--- src/pkg/flash_host_pkg.sv ---
// Purpose: Shared constants and types for the lock-bit flash host controller.
// Assumes: Clock of 200 MHz; byte-wide flash with an asynchronous SRAM-like bus.
// Notes: Pin timing values are plain defaults and may be tuned per board.
package flash_host_pkg;

	// ==========================================================
	// Clock and timing
	localparam int CLK_MHZ = 200;
	localparam int TMR_W = 8;
	localparam int SYNC_STAGES = 2;
	localparam int WE_LOW_NS = 60;
	localparam int WE_HIGH_NS = 40;
	localparam int RD_ACCESS_NS = 150;
	localparam int RD_HIGH_NS = 40;
	// Least times round up to whole cycles, never below one.
	localparam int WE_LOW_RAW = (WE_LOW_NS * CLK_MHZ + 999) / 1000;
	localparam int WE_HIGH_RAW = (WE_HIGH_NS * CLK_MHZ + 999) / 1000;
	localparam int RD_ACCESS_RAW = (RD_ACCESS_NS * CLK_MHZ + 999) / 1000;
	localparam int RD_HIGH_RAW = (RD_HIGH_NS * CLK_MHZ + 999) / 1000;
	localparam logic [TMR_W-1:0] WE_LOW_CYC = TMR_W'((WE_LOW_RAW < 1) ? 1 : WE_LOW_RAW);
	localparam logic [TMR_W-1:0] WE_HIGH_CYC = TMR_W'((WE_HIGH_RAW < 1) ? 1 : WE_HIGH_RAW);
	// Read window also covers the pin register lag and the data synchroniser.
	localparam logic [TMR_W-1:0] RD_ACCESS_CYC = TMR_W'(RD_ACCESS_RAW + SYNC_STAGES + 1);
	localparam logic [TMR_W-1:0] RD_HIGH_CYC = TMR_W'((RD_HIGH_RAW < 1) ? 1 : RD_HIGH_RAW);

	// ==========================================================
	// Flash command codes
	localparam logic [7:0] CODE_LOCK_SETUP = 8'h60;
	localparam logic [7:0] CODE_BLOCK_CONFIRM = 8'h01;
	localparam logic [7:0] CODE_MASTER_CONFIRM = 8'hF1;
	localparam logic [7:0] CODE_CLEAR_CONFIRM = 8'hD0;
	localparam logic [7:0] CODE_READ_ARRAY = 8'hFF;
	localparam logic [7:0] CODE_CLEAR_STATUS_DEF = 8'h50;

	// ==========================================================
	// Flash status byte bit positions
	localparam int SB_READY = 7;
	localparam int SB_ERASE_CLEAR = 5;
	localparam int SB_PROGRAM_SET = 4;
	localparam int SB_SUPPLY = 3;
	localparam int SB_PROTECT = 1;

	// ==========================================================
	// Host registers on APB
	localparam int APB_ADDR_W = 12;
	localparam logic [APB_ADDR_W-1:0] REG_CTRL = 12'h000;
	localparam logic [APB_ADDR_W-1:0] REG_ADDR = 12'h004;
	localparam logic [APB_ADDR_W-1:0] REG_STATUS = 12'h008;
	localparam logic [APB_ADDR_W-1:0] REG_DATA = 12'h00C;
	localparam int CTRL_OP_LSB = 0;
	localparam int CTRL_OP_W = 3;
	localparam int CTRL_ELEV_BIT = 4;
	localparam int CTRL_PD_BIT = 5;
	localparam int STAT_BUSY_BIT = 0;
	localparam int STAT_RYBY_BIT = 1;
	localparam int STAT_REFUSED_BIT = 2;
	localparam int STAT_PENDING_BIT = 3;
	localparam int STAT_ERR_LSB = 8;
	localparam int STAT_BYTE_LSB = 16;

	// Sticky error vector positions.
	localparam int ERR_W = 5;
	localparam int E_SUPPLY = 0;
	localparam int E_PROTECT = 1;
	localparam int E_SEQUENCE = 2;
	localparam int E_ERASE_CLEAR = 3;
	localparam int E_SET = 4;

	typedef enum logic [2:0] {
		OP_NONE = 3'h0,
		OP_SET_BLOCK = 3'h1,
		OP_SET_MASTER = 3'h2,
		OP_CLEAR_LOCKS = 3'h3,
		OP_READ_ARRAY = 3'h4,
		OP_CLEAR_STATUS = 3'h5,
		OP_READ_STATUS = 3'h6
	} op_e;

	typedef enum logic [2:0] {
		ST_IDLE = 3'h0,
		ST_WR_SETUP = 3'h1,
		ST_WR_PULSE = 3'h2,
		ST_WR_HOLD = 3'h3,
		ST_RD_ACCESS = 3'h4,
		ST_RD_HOLD = 3'h5,
		ST_CHECK = 3'h6
	} seq_state_e;

	// True for the two-cycle lock-bit operations.
	function automatic logic is_lock_op(input logic [2:0] op);
		is_lock_op = (op == OP_SET_BLOCK) || (op == OP_SET_MASTER) || (op == OP_CLEAR_LOCKS);
	endfunction

endpackage

--- src/verilog/bit_sync.sv ---
// Purpose: Two-stage synchroniser for pin inputs.
// Assumes: Each bit is an independent level or is sampled only when stable.
// Notes: The first stage feeds only the second stage.
`timescale 1ns/1ps
module bit_sync #(
	parameter int WIDTH = 1
) (
	input wire logic i_ref_clk,
	input wire logic i_rstn,
	input wire logic [WIDTH-1:0] i_async,
	output logic [WIDTH-1:0] o_sync
);

	logic [WIDTH-1:0] meta_r;

	// ==========================================================
	// Two flip-flops in series, cleared by reset.
	always_ff @(posedge i_ref_clk)
	begin
		if (!i_rstn)
		begin
			meta_r <= '0;
			o_sync <= '0;
		end
		else
		begin
			meta_r <= i_async;
			o_sync <= meta_r;
		end
	end

endmodule

--- src/verilog/cycle_timer.sv ---
// Purpose: Counts the cycles that a timed sequencer state lasts.
// Assumes: The limit is at least one while the timer runs.
// Notes: The count restarts at zero after each completion.
`timescale 1ns/1ps
module cycle_timer #(
	parameter int WIDTH = 8
) (
	input wire logic i_ref_clk,
	input wire logic i_rstn,
	input wire logic i_run,
	input wire logic [WIDTH-1:0] i_limit,
	output logic o_done
);

	logic [WIDTH-1:0] cnt_r;

	// Done in the last cycle of the window.
	assign o_done = i_run && (cnt_r == (i_limit - WIDTH'(1)));

	// ==========================================================
	// Counter clears when idle or on completion so back-to-back states start fresh.
	always_ff @(posedge i_ref_clk)
	begin
		if (!i_rstn)
			cnt_r <= '0;
		else if (!i_run || o_done)
			cnt_r <= '0;
		else
			cnt_r <= cnt_r + WIDTH'(1);
	end

endmodule

--- src/verilog/flash_lock_host.sv ---
// Purpose: Host controller that runs lock-bit sequences on a byte-wide flash.
// Assumes: Software reaches the controller over APB; the flash pins are asynchronous.
// Notes: Pin outputs are registered and lag the sequencer state by one cycle.
// Contract
// - Set lock: write 60H then 01H/F1H.
// - Clear all locks: write 60H then D0H.
// - Write FFH to return to read array.
// - Clear status before any retry after error.
// - Check status per operation; errors accumulate.
// - Reset pin follows power good and reset.
//
// The placing of the registers and the APB interface to the registers are this design's own decisions.
`timescale 1ns/1ps
module flash_lock_host #(
	parameter int ADDR_W = 20,
	parameter logic [7:0] CLEAR_STATUS_CODE = flash_host_pkg::CODE_CLEAR_STATUS_DEF
) (
	input wire logic i_ref_clk,
	input wire logic i_rstn,
	input wire logic i_psel,
	input wire logic i_penable,
	input wire logic i_pwrite,
	input wire logic [flash_host_pkg::APB_ADDR_W-1:0] i_paddr,
	input wire logic [31:0] i_pwdata,
	output logic [31:0] o_prdata,
	output logic o_pready,
	output logic o_pslverr,
	output logic [ADDR_W-1:0] o_flash_addr,
	output logic [7:0] o_flash_dq_out,
	output logic o_flash_dq_oe,
	input wire logic [7:0] i_flash_dq_in,
	output logic o_flash_ce_n,
	output logic o_flash_oe_n,
	output logic o_flash_we_n,
	output logic o_reset_powerdown_n,
	output logic o_reset_powerdown_elevate,
	input wire logic i_ready_busy_output,
	input wire logic i_system_power_good
);
	import flash_host_pkg::*;

	logic [9:0] sync_w;
	logic [7:0] dq_sync;
	logic ryby_sync;
	logic pg_sync;
	logic apb_setup;
	logic apb_access;
	logic apb_wr;
	logic mapped;
	logic [2:0] req_op;
	logic start_req;
	logic accept;
	logic [31:0] rd_mux;
	seq_state_e state_r;
	logic [2:0] op_r;
	logic second_r;
	logic [ADDR_W-1:0] addr_r;
	logic elevated_r;
	logic powerdown_r;
	logic refused_r;
	logic [ERR_W-1:0] err_r;
	logic [ERR_W-1:0] new_err;
	logic err_pending;
	logic [7:0] status_byte_r;
	logic [7:0] data_r;
	logic [7:0] cur_code;
	logic tmr_run;
	logic tmr_done;
	logic [TMR_W-1:0] tmr_limit;
	logic clear_done;

	// ==========================================================
	// Pin input synchronisation
	bit_sync #(
		.WIDTH(10)
	) u_sync (
		.i_ref_clk(i_ref_clk),
		.i_rstn(i_rstn),
		.i_async({i_system_power_good, i_ready_busy_output, i_flash_dq_in}),
		.o_sync(sync_w)
	);

	// Split the synchronised bundle.
	assign dq_sync = sync_w[7:0];
	assign ryby_sync = sync_w[8];
	assign pg_sync = sync_w[9];

	// ==========================================================
	// APB slave decode
	// Zero-wait slave; unmapped addresses answer with an error.
	assign apb_setup = i_psel && !i_penable;
	assign apb_access = i_psel && i_penable;
	assign apb_wr = apb_access && i_pwrite;
	assign mapped = (i_paddr == REG_CTRL) || (i_paddr == REG_ADDR) ||
		(i_paddr == REG_STATUS) || (i_paddr == REG_DATA);
	assign o_pready = 1'b1;
	assign o_pslverr = apb_access && !mapped;

	// Command start and its acceptance.
	assign req_op = i_pwdata[CTRL_OP_LSB +: CTRL_OP_W];
	assign start_req = apb_wr && (i_paddr == REG_CTRL) && (req_op != OP_NONE);
	assign err_pending = |err_r;
	assign accept = start_req && (state_r == ST_IDLE) &&
		!(err_pending && is_lock_op(req_op));

	// Read data multiplexer for the register file.
	always_comb
	begin
		rd_mux = 32'h0000_0000;
		case (i_paddr)
			REG_CTRL:
			begin
				rd_mux[CTRL_OP_LSB +: CTRL_OP_W] = op_r;
				rd_mux[CTRL_ELEV_BIT] = elevated_r;
				rd_mux[CTRL_PD_BIT] = powerdown_r;
			end
			REG_ADDR:
				rd_mux[ADDR_W-1:0] = addr_r;
			REG_STATUS:
			begin
				rd_mux[STAT_BUSY_BIT] = (state_r != ST_IDLE);
				rd_mux[STAT_RYBY_BIT] = ryby_sync;
				rd_mux[STAT_REFUSED_BIT] = refused_r;
				rd_mux[STAT_PENDING_BIT] = err_pending;
				rd_mux[STAT_ERR_LSB +: ERR_W] = err_r;
				rd_mux[STAT_BYTE_LSB +: 8] = status_byte_r;
			end
			REG_DATA:
				rd_mux[7:0] = data_r;
			default:
				rd_mux = 32'h0000_0000;
		endcase
	end

	// Read data is registered in the setup cycle and stands through the access.
	always_ff @(posedge i_ref_clk)
	begin
		if (!i_rstn)
			o_prdata <= 32'h0000_0000;
		else if (apb_setup && !i_pwrite)
			o_prdata <= rd_mux;
	end

	// ==========================================================
	// Software-written control bits
	always_ff @(posedge i_ref_clk)
	begin
		if (!i_rstn)
		begin
			elevated_r <= 1'b0;
			powerdown_r <= 1'b0;
			addr_r <= '0;
		end
		else
		begin
			if (apb_wr && (i_paddr == REG_CTRL))
			begin
				elevated_r <= i_pwdata[CTRL_ELEV_BIT];
				powerdown_r <= i_pwdata[CTRL_PD_BIT];
			end
			// The address is frozen while a sequence runs.
			if (apb_wr && (i_paddr == REG_ADDR) && (state_r == ST_IDLE))
				addr_r <= i_pwdata[ADDR_W-1:0];
		end
	end

	// Refused flag: set on a rejected start, cleared by the next accepted one.
	always_ff @(posedge i_ref_clk)
	begin
		if (!i_rstn)
			refused_r <= 1'b0;
		else if (start_req && !accept)
			refused_r <= 1'b1;
		else if (accept)
			refused_r <= 1'b0;
	end

	// ==========================================================
	// Command byte selection
	always_comb
	begin
		cur_code = CODE_READ_ARRAY;
		if (is_lock_op(op_r) && !second_r)
			cur_code = CODE_LOCK_SETUP;
		else if (op_r == OP_SET_BLOCK)
			cur_code = CODE_BLOCK_CONFIRM;
		else if (op_r == OP_SET_MASTER)
			cur_code = CODE_MASTER_CONFIRM;
		else if (op_r == OP_CLEAR_LOCKS)
			cur_code = CODE_CLEAR_CONFIRM;
		else if (op_r == OP_CLEAR_STATUS)
			cur_code = CLEAR_STATUS_CODE;
		else
			cur_code = CODE_READ_ARRAY;
	end

	// Timed states and their lengths.
	always_comb
	begin
		tmr_run = 1'b1;
		case (state_r)
			ST_WR_PULSE:
				tmr_limit = WE_LOW_CYC;
			ST_WR_HOLD:
				tmr_limit = WE_HIGH_CYC;
			ST_RD_ACCESS:
				tmr_limit = RD_ACCESS_CYC;
			ST_RD_HOLD:
				tmr_limit = RD_HIGH_CYC;
			default:
			begin
				tmr_run = 1'b0;
				tmr_limit = WE_LOW_CYC;
			end
		endcase
	end

	cycle_timer #(
		.WIDTH(TMR_W)
	) u_timer (
		.i_ref_clk(i_ref_clk),
		.i_rstn(i_rstn),
		.i_run(tmr_run),
		.i_limit(tmr_limit),
		.o_done(tmr_done)
	);

	// ==========================================================
	// Sequencer: two writes for lock ops, then status polling and the check
	always_ff @(posedge i_ref_clk)
	begin
		if (!i_rstn)
		begin
			state_r <= ST_IDLE;
			op_r <= OP_NONE;
			second_r <= 1'b0;
		end
		else
		begin
			case (state_r)
				ST_IDLE:
					if (accept)
					begin
						op_r <= req_op;
						second_r <= 1'b0;
						// Status reads need no command after a lock setup.
						state_r <= (req_op == OP_READ_STATUS) ? ST_RD_ACCESS : ST_WR_SETUP;
					end
				ST_WR_SETUP:
					state_r <= ST_WR_PULSE;
				ST_WR_PULSE:
					if (tmr_done)
						state_r <= ST_WR_HOLD;
				ST_WR_HOLD:
					if (tmr_done)
					begin
						if (is_lock_op(op_r) && !second_r)
						begin
							second_r <= 1'b1;
							state_r <= ST_WR_SETUP;
						end
						else if (is_lock_op(op_r))
							state_r <= ST_RD_ACCESS;
						else
							state_r <= ST_IDLE;
					end
				ST_RD_ACCESS:
					if (tmr_done)
						state_r <= ST_RD_HOLD;
				ST_RD_HOLD:
					if (tmr_done)
					begin
						if (!is_lock_op(op_r))
							state_r <= ST_IDLE;
						else if (status_byte_r[SB_READY])
							state_r <= ST_CHECK;
						else
							state_r <= ST_RD_ACCESS;
					end
				ST_CHECK:
					state_r <= ST_IDLE;
				default:
					state_r <= ST_IDLE;
			endcase
		end
	end

	// Read capture at the end of the access window.
	always_ff @(posedge i_ref_clk)
	begin
		if (!i_rstn)
		begin
			status_byte_r <= 8'h00;
			data_r <= 8'h00;
		end
		else if ((state_r == ST_RD_ACCESS) && tmr_done)
		begin
			data_r <= dq_sync;
			if (is_lock_op(op_r) || (op_r == OP_READ_STATUS))
				status_byte_r <= dq_sync;
		end
	end

	// ==========================================================
	// Full status check, sticky error accumulation
	always_comb
	begin
		new_err = '0;
		new_err[E_SUPPLY] = status_byte_r[SB_SUPPLY];
		new_err[E_PROTECT] = status_byte_r[SB_PROTECT];
		new_err[E_SEQUENCE] = status_byte_r[SB_ERASE_CLEAR] && status_byte_r[SB_PROGRAM_SET];
		new_err[E_ERASE_CLEAR] = status_byte_r[SB_ERASE_CLEAR] &&
			!status_byte_r[SB_PROGRAM_SET] && (op_r == OP_CLEAR_LOCKS);
		new_err[E_SET] = status_byte_r[SB_PROGRAM_SET] &&
			!status_byte_r[SB_ERASE_CLEAR] && (op_r != OP_CLEAR_LOCKS);
	end

	assign clear_done = (state_r == ST_WR_HOLD) && tmr_done && (op_r == OP_CLEAR_STATUS);

	// Errors only grow during checks; the clear runs in a different state.
	always_ff @(posedge i_ref_clk)
	begin
		if (!i_rstn)
			err_r <= '0;
		else if (state_r == ST_CHECK)
			err_r <= err_r | new_err;
		else if (clear_done)
			err_r <= '0;
	end

	// ==========================================================
	// Flash bus pins, one cycle behind the sequencer state
	always_ff @(posedge i_ref_clk)
	begin
		if (!i_rstn)
		begin
			o_flash_addr <= '0;
			o_flash_dq_out <= 8'h00;
			o_flash_dq_oe <= 1'b0;
			o_flash_ce_n <= 1'b1;
			o_flash_oe_n <= 1'b1;
			o_flash_we_n <= 1'b1;
		end
		else
		begin
			o_flash_addr <= addr_r;
			o_flash_dq_out <= cur_code;
			o_flash_dq_oe <= (state_r == ST_WR_SETUP) || (state_r == ST_WR_PULSE) ||
				(state_r == ST_WR_HOLD);
			o_flash_ce_n <= !((state_r == ST_WR_SETUP) || (state_r == ST_WR_PULSE) ||
				(state_r == ST_RD_ACCESS));
			o_flash_oe_n <= (state_r != ST_RD_ACCESS);
			o_flash_we_n <= (state_r != ST_WR_PULSE);
		end
	end

	// Reset pin is low during controller reset and whenever power is not good.
	always_ff @(posedge i_ref_clk)
	begin
		if (!i_rstn)
		begin
			o_reset_powerdown_n <= 1'b0;
			o_reset_powerdown_elevate <= 1'b0;
		end
		else
		begin
			o_reset_powerdown_n <= pg_sync && !powerdown_r;
			o_reset_powerdown_elevate <= pg_sync && !powerdown_r && elevated_r;
		end
	end

	// ==========================================================
	// Checks on the host-side sequences
	chk_setup_code: assert property (@(posedge i_ref_clk) disable iff (!i_rstn)
		$fell(o_flash_we_n) && !second_r && is_lock_op(op_r) |-> o_flash_dq_out == CODE_LOCK_SETUP)
		else $error("Lock setup write did not carry the setup code");
	chk_lock_confirm: assert property (@(posedge i_ref_clk) disable iff (!i_rstn)
		$fell(o_flash_we_n) && second_r && (op_r == OP_SET_MASTER || op_r == OP_SET_BLOCK)
		|-> o_flash_dq_out == ((op_r == OP_SET_MASTER) ? CODE_MASTER_CONFIRM : CODE_BLOCK_CONFIRM))
		else $error("Set lock confirm code is wrong");
	chk_clear_confirm: assert property (@(posedge i_ref_clk) disable iff (!i_rstn)
		$fell(o_flash_we_n) && second_r && (op_r == OP_CLEAR_LOCKS) |->
		o_flash_dq_out == CODE_CLEAR_CONFIRM ##[1:300] $rose(o_flash_we_n))
		else $error("Clear locks confirm code or pulse is wrong");
	chk_read_array: assert property (@(posedge i_ref_clk) disable iff (!i_rstn)
		$fell(o_flash_we_n) && (op_r == OP_READ_ARRAY) |-> o_flash_dq_out == CODE_READ_ARRAY)
		else $error("Read array write did not carry its code");
	chk_retry_block: assert property (@(posedge i_ref_clk) disable iff (!i_rstn)
		start_req && err_pending && is_lock_op(req_op) && (state_r == ST_IDLE)
		|=> state_r == ST_IDLE && refused_r)
		else $error("Lock operation started while errors were pending");
	chk_rp_follow: assert property (@(posedge i_ref_clk) disable iff (!i_rstn)
		!pg_sync |=> !o_reset_powerdown_n && !o_reset_powerdown_elevate)
		else $error("Reset pin not low while power is not good");
	chk_ready_first: assert property (@(posedge i_ref_clk) disable iff (!i_rstn)
		state_r == ST_CHECK |-> status_byte_r[SB_READY] && $past(state_r) == ST_RD_HOLD)
		else $error("Status check ran before the device was ready");
	chk_sticky_keep: assert property (@(posedge i_ref_clk) disable iff (!i_rstn)
		state_r == ST_CHECK |=> state_r == ST_IDLE && (err_r & $past(err_r)) == $past(err_r))
		else $error("Status check lost an accumulated error");

endmodule

--- config.mk ---
export PLATFORM = sky130hd
export DESIGN_NAME = flash_lock_host
export DESIGN_NICKNAME = d
export VERILOG_FILES = /design/src/pkg/flash_host_pkg.sv /design/src/verilog/bit_sync.sv /design/src/verilog/cycle_timer.sv /design/src/verilog/flash_lock_host.sv
export SDC_FILE = /design/constraint.sdc
export NUM_CORES = 1
export LEC_CHECK = 0
export ABC_CLOCK_PERIOD_IN_PS = 3200
export BUFFER_PORTS_ARGS = -buffer_cell sky130_fd_sc_hd__buf_2
export CAP_MARGIN = 30
export CORE_MARGIN = 1
export CORE_UTILIZATION = 53
export CTS_CLUSTER_SIZE = 20
export DETAILED_ROUTE_END_ITERATION = 16
export GPL_TIMING_DRIVEN = 0
export PLACE_DENSITY_LB_ADDON = 0.25
export SLEW_MARGIN = 10
export SYNTH_ARGS = -nofsm -noshare
export SYNTH_HDL_FRONTEND = slang
export SYNTH_SLANG_ARGS = --single-unit
export TNS_END_PERCENT = 5
--- constraint.sdc ---
create_clock -name i_ref_clk -period 3.2 [get_ports i_ref_clk]
set_clock_uncertainty 0.1 [all_clocks]
set_input_delay 0.16 -clock i_ref_clk [delete_from_list [all_inputs] [get_ports i_ref_clk]]
set_output_delay 0.16 -clock i_ref_clk [all_outputs]
set_load 0.01 [all_outputs]
==> results of run 1 <==
-- cells in the final DEF (no fill, tap or decap), types with 10 or more instances in the layout --
cell type and n:
buf_2 109, buf_4 13, a22oi_1 10, mux2i_1 20
dfxtp_1 135, nor2b_1 21, clkbuf_16 16, o21ai_0 28
a21boi_0 19, nand3_1 23, and2_1 57, a21boi_1 20
dlygate4sd3_1 37, nand2_1 85, clkbuf_1 23, nor2_1 30
-- power by group through the flow --
stage	Combinational, uW	Clock (uW)	Sequential [uW]
floorplan	74.7	0	1740
global placement	139	0	1740
detailed placement	141	0	1740
CTS	171	1860	1700
global route	189	1940	1700
finish	173	1850	1700
-- sequential cells by signal, indices dropped and copies added (netlist names), 3 cells and up --
name,flops
addr_r,20
data_r,8
err_r,5
o_flash_addr,20
o_flash_dq_out,6
o_prdata,24
op_r,3
state_r,3
status_byte_r,8
u_sync.meta_r,10
u_sync.o_sync,10
u_timer.cnt_r,8
-- routing by layer --
layer	GRT usage	wire length (um)	vias to the layer above
met2	0.434	6360	174
met5	0	0	-
met4	0.0945	149	0
met3	0.0486	772	17
met1	0.336	5790	2148
li1	-	-	2243
-- cell families (layout without fill, tap and decap cells) --
| kind of cell | Yosys count | count (layout) | share of synthesized area |
|---|---|---|---|
| AOI/OAI and AO/OA | 105 | 105 | 0.133 |
| xor gates and xnor gates | 9 | 9 | 0.0148 |
| adders and majority gates | 2 | 2 | 0.00471 |
| buffers and inverters | 51 | 223 | 0.0492 |
| DFF | 135 | 135 | 0.509 |
| muxes | 22 | 22 | 0.0461 |
| other | 2 | 9 | 0.00141 |
| and+or+nand+nor | 246 | 246 | 0.242 |
-- area by class of cell --
class | instances | area (um2)
multi-input cells | 393 | 2380
plain buffers | 43 | 233
clock buffers | 20 | 445
repair buffers | 141 | 891
clock inverters | 11 | 125
inverters | 8 | 30.0
fillers | 758 | 2750
flip-flops and latches | 135 | 2700
well taps | 133 | 166
-- worst max path at each step --
stage	end	startpoint
after floorplan	state_r[1]	state_r[2]
after global placement	state_r[0]	state_r[2]
after detailed placement	state_r[0]	state_r[2]
after CTS	state_r[0]	state_r[2]
after global routing	state_r[0]	state_r[2]
final	state_r[0]	state_r[2]
-- worst max-delay path: stages (launching register included) --
cell and delay, ps:
dfxtp_1 360, clkbuf_2 250, xor2_2 290, nand2_1 100
inv_1 60, ha_1 220, xnor2_1 130, nand3_1 150
clkbuf_1 340, a21o_1 300, nand3_2 250, o22ai_1 250
-- repair_timing --
item,CTS,global route
hold buffers,37,0
hold endpoints to repair,52,0
resized for setup,0,3
endpoints found under the setup margin,0,24
-- metrics by stage --
step / power, uW / setup slack [ps] / cell area, um2
after floorplan: 1810 / 700 / 5340
after global placement: 1880 / 159 / 6030
after detailed placement: 1880 / 142 / 6030
after CTS: 3740 / 99.5 / 6970
after global routing: 3830 / 50.3 / 6980
final: 3720 / 301 / 6980
==> flow_summary.ini, run 1 <==
[status]
outcome = finished clean

[min_path]
min_delay_path_depth = 2
whs_endpoint = o_prdata[2]
min_from = i_rstn
hold_class = in -> reg

[yosys]
synth_area_per_cell_um2 = 9.29
ys.warnings.count = 0
synth_most_common_cell = dfxtp_1
ys_types = 53
syn-cell-area_um2 = 5310
yosysSeqAreaShare = 0.509
ys_top_cells_by_area = dfxtp_1 51%, and2_1 6.7%, nand2_1 6.0%
synth_edf_count = 0
yosysTopAreaCell = dfxtp_1
syn_inst = 572
yosys_register_bits = 135
synth_common_cells = 135 x dfxtp_1, 85 x nand2_1, 57 x and2_1
synth_ff_type = dfxtp_1
synth_top_area_frac = 0.509
synthArstFlopShare = 0

[drt]
ant_nets = 0
wl_per_cell_um = 14.8
routed-via-count = 4582
drt-pass1-iter-count = 5
wl_mm = 13.1
drt_iter0_drc = 217
drc_errors = 0
viasPerCell = 5.18

[critical_path]
reg2reg_from = state_r[2]
ff2ff_setup_slack_ps = 300
r2r-end = state_r[0]
required_ps = 3530
worst_setup_path_end_kind = register
arrival_ps = 3230
reg2reg_depth = 11
critical_path_class = reg -> reg
cp_max_fo = 10
start_kind = register

[timing]
tns_ps = 0
setup_viol = 0
holdWs_ps = 3.47
drv_slew = 0
tightest_slew_ps = 688
slew_headroom = 0.540
min_period_over_period = 0.906
min_period_ps = 2900
fmax_mhz = 345
grt_setup_unrepaired = false
hold_violations = 0

[pwr]
cellPowerDensity_nw_per_um2 = 534
clkPwrFrac = 0.497
power_frac_seq = 0.457
max-vdd-ir-drop_uv = 411
p_sw_uw = 794
intPower_uw = 2930
pwr-share-comb = 0.046
netSwitchingFraction = 0.213
p_leak_uw = 0.00292

[global_routing]
gr-total-overflow = 0
grt_pass1_vias = 4190
grt_pass1_wl_mm = 20.5
antenna_found_initial = 0
grt_max_degree = 17
grt_use_total = 0.260

[clock_tree]
clockBufferDepth = 2
cts-buffers-inserted = 17
cts-root-buf = clkbuf_8
post-cts-setup-buffer-count = 0
cts_tree = built
clk_pin_slew_ps = 60
clk_latency_ps = 520
htree_num_levels = 4
clock-sinks = 135

[floorplanning]
start_util = 0.546
ioPinCount = 127
dieHeight_um = 102
rows = 36
design.core.area_um2 = 9730
dieArea_um2 = 10400
die_w_um = 102

[run]
cap_violations = 0

[finish]
antenna_cells = 0
nets = 800
areaGrowthSynthToFinish_pct = 31.3
final-instance-count-excl-fill = 884
final_util = 0.717
drive_gt1_frac = 0.226

[placed_design]
dp_cells = 816
numPortBuffers = 104
dpl.hpwl_mm = 9.26
place_congestion = 0.855
(Power assumes the default switching activity.)
==> run 2, diff against run 1 <==
PLACE_DENSITY = 0.9   (was default)
PLACE_DENSITY_LB_ADDON = default   (was 0.25)
==> run 2 against run 1 <==
Net effect:
- non-clock buffer count up 11
- global-route usage up 3.1 points
- design area up 1.5%
- register-to-register slack worse by 30 ps
- sequential share of layout area down 0.56 points
- sequential power about the same
- critical endpoint is now state_r[1]
- largest power group unchanged
- highest routed layer unchanged
==> flow_summary.ini, run 2 (same netlist as run 1, synthesis figures left out) <==
[status]
outcome = finished clean

[pwr]
max-vdd-ir-drop_uv = 393
power_frac_seq = 0.454
pwr-share-comb = 0.047
intPower_uw = 2990
cellPowerDensity_nw_per_um2 = 530
p_leak_uw = 0.00300
p_sw_uw = 763
clkPwrFrac = 0.499
netSwitchingFraction = 0.203

[placed_design]
dpl_cell_area_um2 = 6030
dp_cells = 816
numPortBuffers = 104
place_congestion = 0.885
dpl.hpwl_mm = 9.20

[critical_path]
reg2reg_from = state_r[2]
reg2reg_depth = 11
worst_setup_path_end_kind = register
critical_path_class = reg -> reg
ff2ff_setup_slack_ps = 270
start_kind = register
r2r-end = state_r[1]
required_ps = 3560
arrival_ps = 3290
cp_max_fo = 10

[drt]
wl_mm = 14.8
drt-pass1-iter-count = 8
drc_errors = 0
drt_iter0_drc = 419
wl_per_cell_um = 16.6
routed-via-count = 4907
viasPerCell = 5.51
ant_nets = 0

[global_routing]
grt_pass1_wl_mm = 22.6
gr-total-overflow = 0
grt_pass1_vias = 4558
antenna_found_initial = 0
grt_use_total = 0.291
grt_max_degree = 17

[floorplanning]
design.core.area_um2 = 9730
dieArea_um2 = 10400
rows = 36
ioPinCount = 127
start_util = 0.546
die_w_um = 102
dieHeight_um = 102

[clock_tree]
clk_latency_ps = 530
clk_pin_slew_ps = 60
htree_num_levels = 4
cts-root-buf = clkbuf_8
cts_tree = built
cts-buffers-inserted = 17
clock-sinks = 135
clockBufferDepth = 2
post-cts-setup-buffer-count = 0

[finish]
layout_common_cells = 135 x dfxtp_1, 109 x buf_2, 85 x nand2_1, 57 x and2_1, 48 x dlygate4sd3_1
final-instance-count-excl-fill = 890
nets = 811
largest_reg_flops = 24
largestRegisters = o_prdata x24, addr_r x20, o_flash_addr x20
antenna_cells = 0
final_common_cell = dfxtp_1
drive_gt1_frac = 0.218
regMostFlops = o_prdata
areaGrowthSynthToFinish_pct = 33.2
design_area_um2 = 7080

[timing]
setup_viol = 0
tns_ps = 0
min_period_ps = 2930
drv_slew = 0
min_period_over_period = 0.916
hold_violations = 0
slew_headroom = 0.455
tightest_slew_ps = 815
grt_setup_unrepaired = false
fmax_mhz = 341

[min_path]
min_from = i_rstn
whs_endpoint = addr_r[18]
min_delay_path_depth = 2
hold_class = in -> reg

[run]
cap_violations = 0
run 2: worst max path at each step:
stage / from / endpoint / slack [ps] / cells past startpoint
floorplan: state_r[2] / state_r[1] / 700 / 11
finish: state_r[2] / state_r[1] / 270 / 11
global placement: state_r[2] / state_r[1] / 290 / 11
global route: state_r[2] / state_r[0] / 80 / 11
CTS: state_r[2] / state_r[1] / 190 / 11
detailed placement: state_r[2] / state_r[0] / 250 / 11
run 2: per-stage QoR:
| step | total power [uW] | setup WS [ps] | hold WS, ps | util |
|---|---|---|---|---|
| 2_1_floorplan | 1810 | 700 | 187 | - |
| 6_report | 3760 | 268 | 51.6 | 0.728 |
| 5_1_grt | 3850 | 77.7 | 43.5 | 0.728 |
| 3_5_place_dp | 1880 | 246 | 269 | 0.619 |
| 3_3_place_gp | 1880 | 286 | 272 | 0.619 |
| 4_1_cts | 3750 | 188 | 15.2 | 0.727 |
run 2: timing repair:
item,in CTS,in global routing
hold buffers,48,0
endpoints found under the setup margin,0,4
hold endpoints to repair,64,0
gates resized for setup,0,1
run 2: routing by layer:
metal / routed length, um / GRT usage
met1: 5660 / 0.333
met2: 7170 / 0.489
met3: 1300 / 0.0793
met4: 628 / 0.168
met5: 0 / 0
run 2: layout make-up:
cell class,count,area (um2)
plain buffers,43,231
clock buffers,23,497
clock inverters,3,67.6
fillers,642,2650
inverters,8,30.0
multi-input cells,393,2380
flip-flops and latches,135,2700
well taps,133,166
repair buffers,152,1000
run 2: worst max-delay path, cell delays in order (launching register included):
cell and delay, ps:
dfxtp_1 340, clkbuf_1 370, xor2_2 310, nand2_1 90
inv_1 60, ha_1 230, xnor2_1 130, nand3_1 160
clkbuf_1 350, a21o_1 260, o2bb2ai_1 240, mux2i_1 220
run 2: power by group through the flow:
stage	sequential [uW]	clock [uW]	combinational (uW)
floorplan	1740	0	74.7
global placement	1740	0	137
detailed placement	1740	0	139
CTS	1700	1870	171
global route	1700	1960	189
finish	1700	1880	176
